===== config.mk =====
export PLATFORM = sky130hd
export DESIGN_NAME = cac_top
export DESIGN_NICKNAME = d
export VERILOG_FILES = /design/src/cac_pkg.sv /design/src/cac_cc_if.sv /design/src/cac_top.sv /design/src/cac_unit.sv
export SDC_FILE = /design/constraint.sdc
export NUM_CORES = 1
export LEC_CHECK = 0
export ABC_AREA = 1
export BUFFER_PORTS_ARGS = -buffer_cell sky130_fd_sc_hd__buf_2
export CAP_MARGIN = 40
export CORE_ASPECT_RATIO = 0.8
export CORE_MARGIN = 1.5
export CORE_UTILIZATION = 50
export DETAILED_ROUTE_END_ITERATION = 10
export HOLD_SLACK_MARGIN = 0.06
export PLACE_DENSITY = 0.68
export SKIP_LAST_GASP = 1
export SYNTH_ARGS = -nofsm -noshare
export SYNTH_HDL_FRONTEND = slang
export SYNTH_SLANG_ARGS = --single-unit

===== constraint.sdc =====
create_clock -name ref_clk -period 1.7 [get_ports ref_clk]
set_input_delay 0.255 -clock ref_clk [delete_from_list [all_inputs] [get_ports ref_clk]]
set_output_delay 0.255 -clock ref_clk [all_outputs]
set_load 0.05 [all_outputs]

===== src/cac_pkg.sv =====
// constants shared by the counter array control block and its module 2 unit
// assumes a byte-wide special function register port on one clock
package cac_pkg;
  // register addresses
  localparam logic [7:0] CTRL_ADDR  = 8'hD8;
  localparam logic [7:0] MODE2_ADDR = 8'hDC;
  localparam logic [7:0] CMPL2_ADDR = 8'hEB;
  localparam logic [7:0] CMPH2_ADDR = 8'hEC;
  // array_control fields
  localparam int OVF_BIT = 7;
  localparam int RUN_BIT = 6;
  localparam int F2_BIT  = 2;
  localparam int F1_BIT  = 1;
  localparam int F0_BIT  = 0;
  localparam logic [7:0] CTRL_RST   = 8'h00;
  localparam logic [7:0] CTRL_WMASK = 8'hC7;
  // module2_mode fields
  localparam int WIDE_BIT = 7;
  localparam int COMPARATOR_ENABLE_BIT = 6;
  localparam int RISE_BIT = 5;
  localparam int FALL_BIT = 4;
  localparam int HIT_BIT  = 3;
  localparam int FLIP_BIT = 2;
  localparam int PWM_BIT  = 1;
  localparam int MASK_BIT = 0;
  localparam logic [7:0] MODE_RST = 8'h00;
  // counter values
  localparam logic [15:0] CNT_MAX  = 16'hFFFF;
  localparam logic [15:0] CNT_ZERO = 16'h0000;
  localparam logic [15:0] CNT_ONE  = 16'h0001;
  localparam logic [15:0] CMP_RST  = 16'h0000;
  localparam logic [7:0]  LOW_ZERO = 8'h00;
  localparam logic [7:0]  RD_ZERO  = 8'h00;
  typedef enum {OM_IDLE, OM_TOG, OM_FREQ, OM_PWM8, OM_WIDE_PULSE_MODE} cac_omode_t;
endpackage


===== src/cac_cc_if.sv =====
// carrier between the control registers and the module 2 unit
// assumes both ends run on ref_clk
`timescale 1ns/1ps
interface cac_cc_if;
  logic [15:0] count;
  logic        step;
  logic [15:0] cmp;
  logic [7:0]  mode;
  logic        cap_ev;
  logic        hit_ev;
  logic        pin;
  modport ctl  (output count, step, cmp, mode, input cap_ev, hit_ev, pin);
  modport unit (input count, step, cmp, mode, output cap_ev, hit_ev, pin);
endinterface


===== src/cac_top.sv =====
// counter array control: run control, overflow and event flags,
// module 2 mode register, compare value and interrupt request
// assumes a byte special function register port on ref_clk, and
// interrupt enables of overflow, module 0 and 1 kept elsewhere
// Functional notes
// RULE1: overflow flag set when the counter wraps from all ones to zero.
// RULE2: overflow flag with its enable raises the array interrupt request.
// RULE3: all flags stay set until software writes them to zero.
// RULE4: run control bit 6 stops the counter at 0, runs it at 1.
// RULE5: software writes reserved control bits 5..3 with their reset value.
// RULE6: event flags bits 2..0 set by hardware on match or capture.
// RULE7: an enabled module event flag raises the array interrupt request.
// RULE8: wide pulse bit 7 picks 16-bit pwm, else 8-bit pwm.
// RULE9: comparator enable bit 6 turns on counter to compare matching.
// RULE10: rising capture bit 5 arms capture on input rising edge.
// RULE11: falling capture bit 4 arms capture on input falling edge.
// RULE12: hit enable bit 3 makes each match set the module 2 flag.
// RULE13: flip bit 2 makes each match invert the module 2 output.
// RULE14: flip and pwm together select frequency output mode.
// RULE15: pwm bit 1 drives a pulse-width waveform on the output.
// RULE16: mask bit 0 gates module 2 event interrupts.
// RULE17: low compare write clears comparator enable, high write sets it.
// RULE18: in pwm with hit enable, flag sets on match and up edges.
// RULE19: running counter advances by one per tick, else holds.
`timescale 1ns/1ps
module cac_top (
  input  wire logic        ref_clk,
  input  wire logic        reset,
  input  wire logic [7:0]  sfr_addr,
  input  wire logic        sfr_wr,
  input  wire logic [7:0]  sfr_wdata,
  input  wire logic        sfr_rd,
  output logic      [7:0]  sfr_rdata,
  input  wire logic        count_tick,
  input  wire logic        module2_input_pin,
  input  wire logic        module0_event,
  input  wire logic        module1_event,
  input  wire logic        overflow_irq_enable,
  input  wire logic        module0_irq_enable,
  input  wire logic        module1_irq_enable,
  output logic             array_irq,
  output logic             module2_output_pin,
  output logic      [15:0] array_count
);
  logic [7:0]  ctrl_q, ctrl_d;
  logic [7:0]  mode_q, mode_d;
  logic [15:0] cmp_q, cmp_d;
  logic [15:0] cnt_q, cnt_d;
  logic        step_q, step_d;
  logic        irq_q, irq_d;
  logic [7:0]  rd_q, rd_d;
  logic        wr_ctrl, wr_mode, wr_cl, wr_ch, adv, wrap;
  logic [7:0]  hw_set;

  cac_cc_if cc ();

  //////////////////////////////////////////////////////////////////////////
  // module 2 unit

  assign cc.count = cnt_q;
  assign cc.step  = step_q;
  assign cc.cmp   = cmp_q;
  assign cc.mode  = mode_q;

  cac_unit cac_unit_inst (
    .ref_clk (ref_clk),
    .reset   (reset),
    .in_pin  (module2_input_pin),
    .u       (cc.unit)
  );

  //////////////////////////////////////////////////////////////////////////
  // register write decode

  always_comb
  begin
    wr_ctrl = sfr_wr & (sfr_addr == cac_pkg::CTRL_ADDR);
    wr_mode = sfr_wr & (sfr_addr == cac_pkg::MODE2_ADDR);
    wr_cl   = sfr_wr & (sfr_addr == cac_pkg::CMPL2_ADDR);
    wr_ch   = sfr_wr & (sfr_addr == cac_pkg::CMPH2_ADDR);
  end

  //////////////////////////////////////////////////////////////////////////
  // array counter

  always_comb
  begin
    adv    = ctrl_q[cac_pkg::RUN_BIT] & count_tick; // [RULE4]
    wrap   = adv & (cnt_q == cac_pkg::CNT_MAX);      // [RULE1]
    cnt_d  = adv ? cnt_q + cac_pkg::CNT_ONE : cnt_q; // [RULE19]
    step_d = adv;
  end

  always_ff @(posedge ref_clk)
  begin
    if (reset)
    begin
      cnt_q  <= cac_pkg::CNT_ZERO;
      step_q <= 1'b0;
    end
    else
    begin
      cnt_q  <= cnt_d;
      step_q <= step_d;
    end
  end

  //////////////////////////////////////////////////////////////////////////
  // control register: a hardware set in the cycle of a software clear wins

  always_comb
  begin
    hw_set                  = 8'h00;
    hw_set[cac_pkg::OVF_BIT] = wrap;                        // [RULE1]
    hw_set[cac_pkg::F2_BIT]  = cc.cap_ev | cc.hit_ev;       // [RULE6]
    hw_set[cac_pkg::F1_BIT]  = module1_event;               // [RULE6]
    hw_set[cac_pkg::F0_BIT]  = module0_event;               // [RULE6]
    ctrl_d = ctrl_q;
    // reserved bits never store, so they read back as zero
    if (wr_ctrl)
      ctrl_d = sfr_wdata & cac_pkg::CTRL_WMASK;             // [RULE5]
    ctrl_d = ctrl_d | hw_set;                               // [RULE3]
  end

  always_ff @(posedge ref_clk)
  begin
    if (reset)
      ctrl_q <= cac_pkg::CTRL_RST;
    else
      ctrl_q <= ctrl_d;
  end

  //////////////////////////////////////////////////////////////////////////
  // mode register and compare value

  always_comb
  begin
    mode_d = mode_q;
    cmp_d  = cmp_q;
    if (wr_mode)
      mode_d = sfr_wdata;
    // low byte first: writing it disarms the match until the high byte
    if (wr_cl)
    begin
      cmp_d[7:0]                = sfr_wdata;
      mode_d[cac_pkg::COMPARATOR_ENABLE_BIT] = 1'b0;                     // [RULE17]
    end
    if (wr_ch)
    begin
      cmp_d[15:8]               = sfr_wdata;
      mode_d[cac_pkg::COMPARATOR_ENABLE_BIT] = 1'b1;                     // [RULE17]
    end
    // capture outranks a software write of the same cycle
    if (cc.cap_ev)
      cmp_d = cnt_q;                                        // [RULE10]
  end

  always_ff @(posedge ref_clk)
  begin
    if (reset)
    begin
      mode_q <= cac_pkg::MODE_RST;
      cmp_q  <= cac_pkg::CMP_RST;
    end
    else
    begin
      mode_q <= mode_d;
      cmp_q  <= cmp_d;
    end
  end

  //////////////////////////////////////////////////////////////////////////
  // interrupt request and read data

  always_comb
  begin
    irq_d = (ctrl_q[cac_pkg::OVF_BIT] & overflow_irq_enable)      // [RULE2]
          | (ctrl_q[cac_pkg::F2_BIT] & mode_q[cac_pkg::MASK_BIT]) // [RULE16]
          | (ctrl_q[cac_pkg::F1_BIT] & module1_irq_enable)        // [RULE7]
          | (ctrl_q[cac_pkg::F0_BIT] & module0_irq_enable);       // [RULE7]
    rd_d = rd_q;
    if (sfr_rd)
    begin
      unique case (sfr_addr)
        cac_pkg::CTRL_ADDR:  rd_d = ctrl_q;
        cac_pkg::MODE2_ADDR: rd_d = mode_q;
        cac_pkg::CMPL2_ADDR: rd_d = cmp_q[7:0];
        cac_pkg::CMPH2_ADDR: rd_d = cmp_q[15:8];
        default:             rd_d = cac_pkg::RD_ZERO;
      endcase
    end
  end

  always_ff @(posedge ref_clk)
  begin
    if (reset)
    begin
      irq_q <= 1'b0;
      rd_q  <= cac_pkg::RD_ZERO;
    end
    else
    begin
      irq_q <= irq_d;
      rd_q  <= rd_d;
    end
  end

  assign sfr_rdata          = rd_q;
  assign array_irq          = irq_q;
  assign module2_output_pin = cc.pin;
  assign array_count        = cnt_q;
endmodule // cac_top


===== src/cac_unit.sv =====
// module 2 capture/compare unit: pin capture, match, toggle, pwm, freq out
// assumes step marks a fresh counter value, input pin is asynchronous
`timescale 1ns/1ps
module cac_unit (
  input  wire logic ref_clk,
  input  wire logic reset,
  input  wire logic in_pin,
  cac_cc_if.unit    u
);
  logic [2:0] sy_q, sy_d;
  logic       pin_q, pin_d, cap_q, cap_d, hit_q, hit_d;
  logic       m16, m8, up16, up8, m, up, rise, fall;
  cac_pkg::cac_omode_t om;

  //////////////////////////////////////////////////////////////////////////
  always_comb
  begin
    // stage 0 is read only by stage 1
    sy_d = {sy_q[1:0], in_pin};
    rise = sy_q[1] & ~sy_q[2];
    fall = ~sy_q[1] & sy_q[2];
    m16  = u.step & u.mode[cac_pkg::COMPARATOR_ENABLE_BIT] & (u.count == u.cmp); // [RULE9]
    m8   = u.step & u.mode[cac_pkg::COMPARATOR_ENABLE_BIT]
         & (u.count[7:0] == u.cmp[7:0]);
    up16 = u.step & (u.count == cac_pkg::CNT_ZERO);
    up8  = u.step & (u.count[7:0] == cac_pkg::LOW_ZERO);
    if (u.mode[cac_pkg::PWM_BIT] && u.mode[cac_pkg::FLIP_BIT])
      om = cac_pkg::OM_FREQ; // [RULE14]
    else if (u.mode[cac_pkg::PWM_BIT])
      om = u.mode[cac_pkg::WIDE_BIT] ? cac_pkg::OM_WIDE_PULSE_MODE
                                     : cac_pkg::OM_PWM8; // [RULE8]
    else if (u.mode[cac_pkg::FLIP_BIT])
      om = cac_pkg::OM_TOG;
    else
      om = cac_pkg::OM_IDLE;
    pin_d = pin_q;
    m     = m16;
    up    = 1'b0;
    unique case (om)
      cac_pkg::OM_IDLE:  pin_d = pin_q;
      cac_pkg::OM_TOG:   pin_d = pin_q ^ m16; // [RULE13]
      cac_pkg::OM_FREQ:
      begin
        m     = m8;
        pin_d = pin_q ^ m8;
      end
      // match priority: a compare of zero gives a flat low output
      cac_pkg::OM_PWM8:
      begin
        m  = m8;
        up = up8;
        if (m8)
          pin_d = 1'b0;
        else if (up8)
          pin_d = 1'b1; // [RULE15]
      end
      cac_pkg::OM_WIDE_PULSE_MODE:
      begin
        up = up16;
        if (m16)
          pin_d = 1'b0;
        else if (up16)
          pin_d = 1'b1; // [RULE15]
      end
    endcase
    hit_d = u.mode[cac_pkg::HIT_BIT] & (m | up); // [RULE12] [RULE18]
    cap_d = (rise & u.mode[cac_pkg::RISE_BIT])   // [RULE10]
          | (fall & u.mode[cac_pkg::FALL_BIT]);  // [RULE11]
  end

  always_ff @(posedge ref_clk)
  begin
    if (reset)
    begin
      sy_q  <= 3'h0;
      pin_q <= 1'b0;
      cap_q <= 1'b0;
      hit_q <= 1'b0;
    end
    else
    begin
      sy_q  <= sy_d;
      pin_q <= pin_d;
      cap_q <= cap_d;
      hit_q <= hit_d;
    end
  end

  assign u.pin    = pin_q;
  assign u.cap_ev = cap_q;
  assign u.hit_ev = hit_q;
endmodule // cac_unit

==> impl_results.md <==
- Status: completed
- LEAKAGE: 1.94 nW
- Max FO, Critical Path: 5
- Synth Flop Type: dfxtp_1
- Delay-heaviest family, CP: simple AND/OR/NAND/NOR gates
- Post-synth EDFFs: 0
- Metal3 WL: 900 um
- Std cell rows: 26
- Worst-path clk slew: 0.07 ns
- Final setup vio count: 0
- DRC errors left: 0
- Worst Tran Pin Value: 0.408 ns
- Critical path arrival: 1.97 ns
- Number of global-route vias before repair: 3129
- Vias: 3717
- Achievable clock frequency: 0.597 GHz
- Hold Fails Final Rpt: 0
- Crit share post-route: 0.985
- Top cells by area, synth: dfxtp_1, nand2_1, inv_1
- Avg Synthesized Cell Area: 6.54 sq um
- Library cells used by synthesis: 35
- Deepest clock path buffer count: 2
- Max-cap violations: 0
- Core ar.: 0.00651 sq mm
- CTS Hold Buffers Added: 0
- Type of the worst min-delay path: in -> reg
- Total wire length: 10.5 mm
- Most frequent cell after synthesis: nand2_1
- Top Layer Used: met4
- Final Net Count: 623
- Top-area cell type share of the netlist area: 0.357
- Crit path capture type: register
- Unrepaired setup endpoints after global routing: yes
- GR Overflow Total: 0
- Critical path class: reg -> reg
- Flops & latches, synth: 61
- Max H-tree Level: 3
- Worst path required time: 1.99 ns
- Worst Skew: 0.00709 ns
- Synth top cells by count: nand2_1, inv_1, dfxtp_1
- Largest net degree at the start of global routing: 37
- Worst Min Path Start: module2_input_pin
- GPL Wtd Cong: 0.951
- Max-slew violation count: 0
- Vias/cell: 5.44
- Area of the mapped netlist: 0.00342 sq mm
- Peak supply drop: 580 uV
- Hpwl dp: 7.79 mm
- M1 wire length: 4.91 mm
- Fin Setup TNS: 0 ns
- Initial antenna violation count: 0
- Drt first pass iters: 5
- 1st-iter DRT viols: 291
- Worst skew pair latency: 0.34 ns
- I/O pins: 53
- Async SR Flop Fraction: 0
- Global-route wire length before repair: 15.9 mm
- Power Density: 713 mW/mm^2
- Worst stage delay on the critical path: 0.38 ns
- Crit path time final: 1.67 ns
- DR WL/cell: 15.4 um
- Remaining antenna violation count: 0
- Quantity of I/O buffers inserted on ports: 52
- Die W: 95.5 um
- Slew headroom: 0.727
- Crit path top cell by count: nand3_1
- Number of diodes: 0
- GR Util All Layers: 0.290
- Syn Nets: 552
- CTS tree: yes
- Tot Pwr: 0.00301 W
- CP startpoint: array_count[0]$_SDFFE_PP0P_
- DR WL met2: 4.48 mm
- Die area: 0.00735 sq mm
- Layout cells sized above 1: 0.254
- Cells after Synth: 523
- Yosys top cell by area: dfxtp_1
- Max stage delay cell, worst path: dfxtp_4
- TritonCTS Sinks: 61
- Clk root buf: clkbuf_8
- TritonCTS Buffers: 9
- Sequential fraction of the synthesis area: 0.357
- Initial Util: 0.526
- Die height: 77.0 um
- Cell Chain, Critical Path: clkinvlp_4 > nand2_2 > nand2_2 > nor2_1 > nand3_1 > nor3_2 > buf_4 > buf_4 > nand3_1 > nand3_1 > nand3_1 > inv_1
- Worst R2R Start: array_count[0]$_SDFFE_PP0P_
- Bufs and invs on worst path: 4
- P&R area growth vs syn: 23.5%
- Critical Path Source Type: register
- YS warnings: 0
## area by class of cell
class	instances	area [sq um]
Timing Repair Buffer	77	473
Sequential cell	61	1250
Inverter	79	300
Fill cell	644	2280
Multi-Input combinational cell	366	1880
Clock inverter	4	72.6
Clock buffer	12	145
Tap cell	84	105
## state kept, by name, summed over array words and instances, names as in the netlist, 3 cells and up
register,count
sfr_rdata,8
cc.cmp,16
ctrl_q,5
cac_unit_inst.sy_q,3
array_count,16
cc.mode,8
## path summary, 6_finish.rpt
path                                       endpoint  slack [ns]  depth (start not counted)
hold / removal     cac_unit_inst.sy_q[0]$_SDFF_PP0_        0.12                          3
setup reg to reg  cac_unit_inst.u.hit_ev$_SDFF_PP0_        0.03                         12
setup / recovery  cac_unit_inst.u.hit_ev$_SDFF_PP0_        0.03                         12
hold reg to reg    cac_unit_inst.sy_q[1]$_SDFF_PP0_        0.41                          2
## repair_timing
action	in CTS	in global routing
setup buffers	0	7
resized for setup	0	25
setup endpoints to repair	0	6
## layout by cell type, fill, tap and decap left out, types with 3 or more instances in the layout
cell | synthesis | layout
xor2_1 | 4 | 4
dfxtp_2 | 0 | 7
inv_1 | 77 | 73
nand3_1 | 19 | 18
buf_2 | 6 | 52
nand2_2 | 4 | 9
nor2_2 | 5 | 6
nor3_2 | 8 | 10
o211ai_1 | 5 | 5
nor3_1 | 17 | 15
dfxtp_1 | 61 | 49
xnor2_1 | 4 | 4
a21oi_1 | 55 | 55
nor2_4 | 0 | 3
inv_2 | 2 | 5
o21ai_0 | 35 | 34
nand4_1 | 6 | 6
nand2_1 | 140 | 135
dfxtp_4 | 0 | 5
clkbuf_8 | 0 | 10
nor4_1 | 3 | 3
buf_4 | 2 | 23
a21oi_2 | 8 | 8
nor2_1 | 36 | 32
## where the power goes
group / switching, W / leakage [nW] / internal, W
sequential: 0.00000513 / 0.500 / 0.00143
combinational: 0.0000945 / 1.33 / 0.0000474
clock: 0.000572 / 0.107 / 0.000864
total: 0.000672 / 1.94 / 0.00234
## cells by family (layout without fill, tap and decap cells)
group | count (synthesis) | in the layout | synth area share
AOI/OAI and AO/OA | 112 | 112 | 0.183
xor gates and xnor gates | 8 | 8 | 0.0205
adders and majority gates | 2 | 2 | 0.00731
buffers and inverters | 96 | 172 | 0.110
DFF | 61 | 61 | 0.357
and+or+nand+nor | 244 | 244 | 0.323
## layer usage
layer | global-route usage | up-vias
li1 | - | 1833
met4 | 0.0956 | 0
met5 | 0 | -
met2 | 0.420 | 172
met1 | 0.425 | 1691
met3 | 0.0585 | 21
## metrics by stage
stage / setup slack [ns] / hold slack [ns] / cells / instance area, sq um / util
floorplan: 0.0276 / 0.362 / 523 / 3440 / -
global placement: -0.0101 / 0.390 / 660 / 3890 / 0.598
detailed placement: -0.0325 / 0.400 / 660 / 3890 / 0.598
CTS: 0.0183 / 0.105 / 676 / 4110 / 0.631
global route: -0.0677 / 0.121 / 683 / 4230 / 0.649
finish: 0.0252 / 0.115 / 683 / 4230 / 0.649
## worst reg2reg max path, delay by kind of cell, from the launching register on
kind	cells	cell delay [ns]
AND/OR/NAND/NOR	8	0.78
flip-flops	1	0.38
buffers and inverters	4	0.46
No activity file was read; power rests on OpenSTA's default activity.
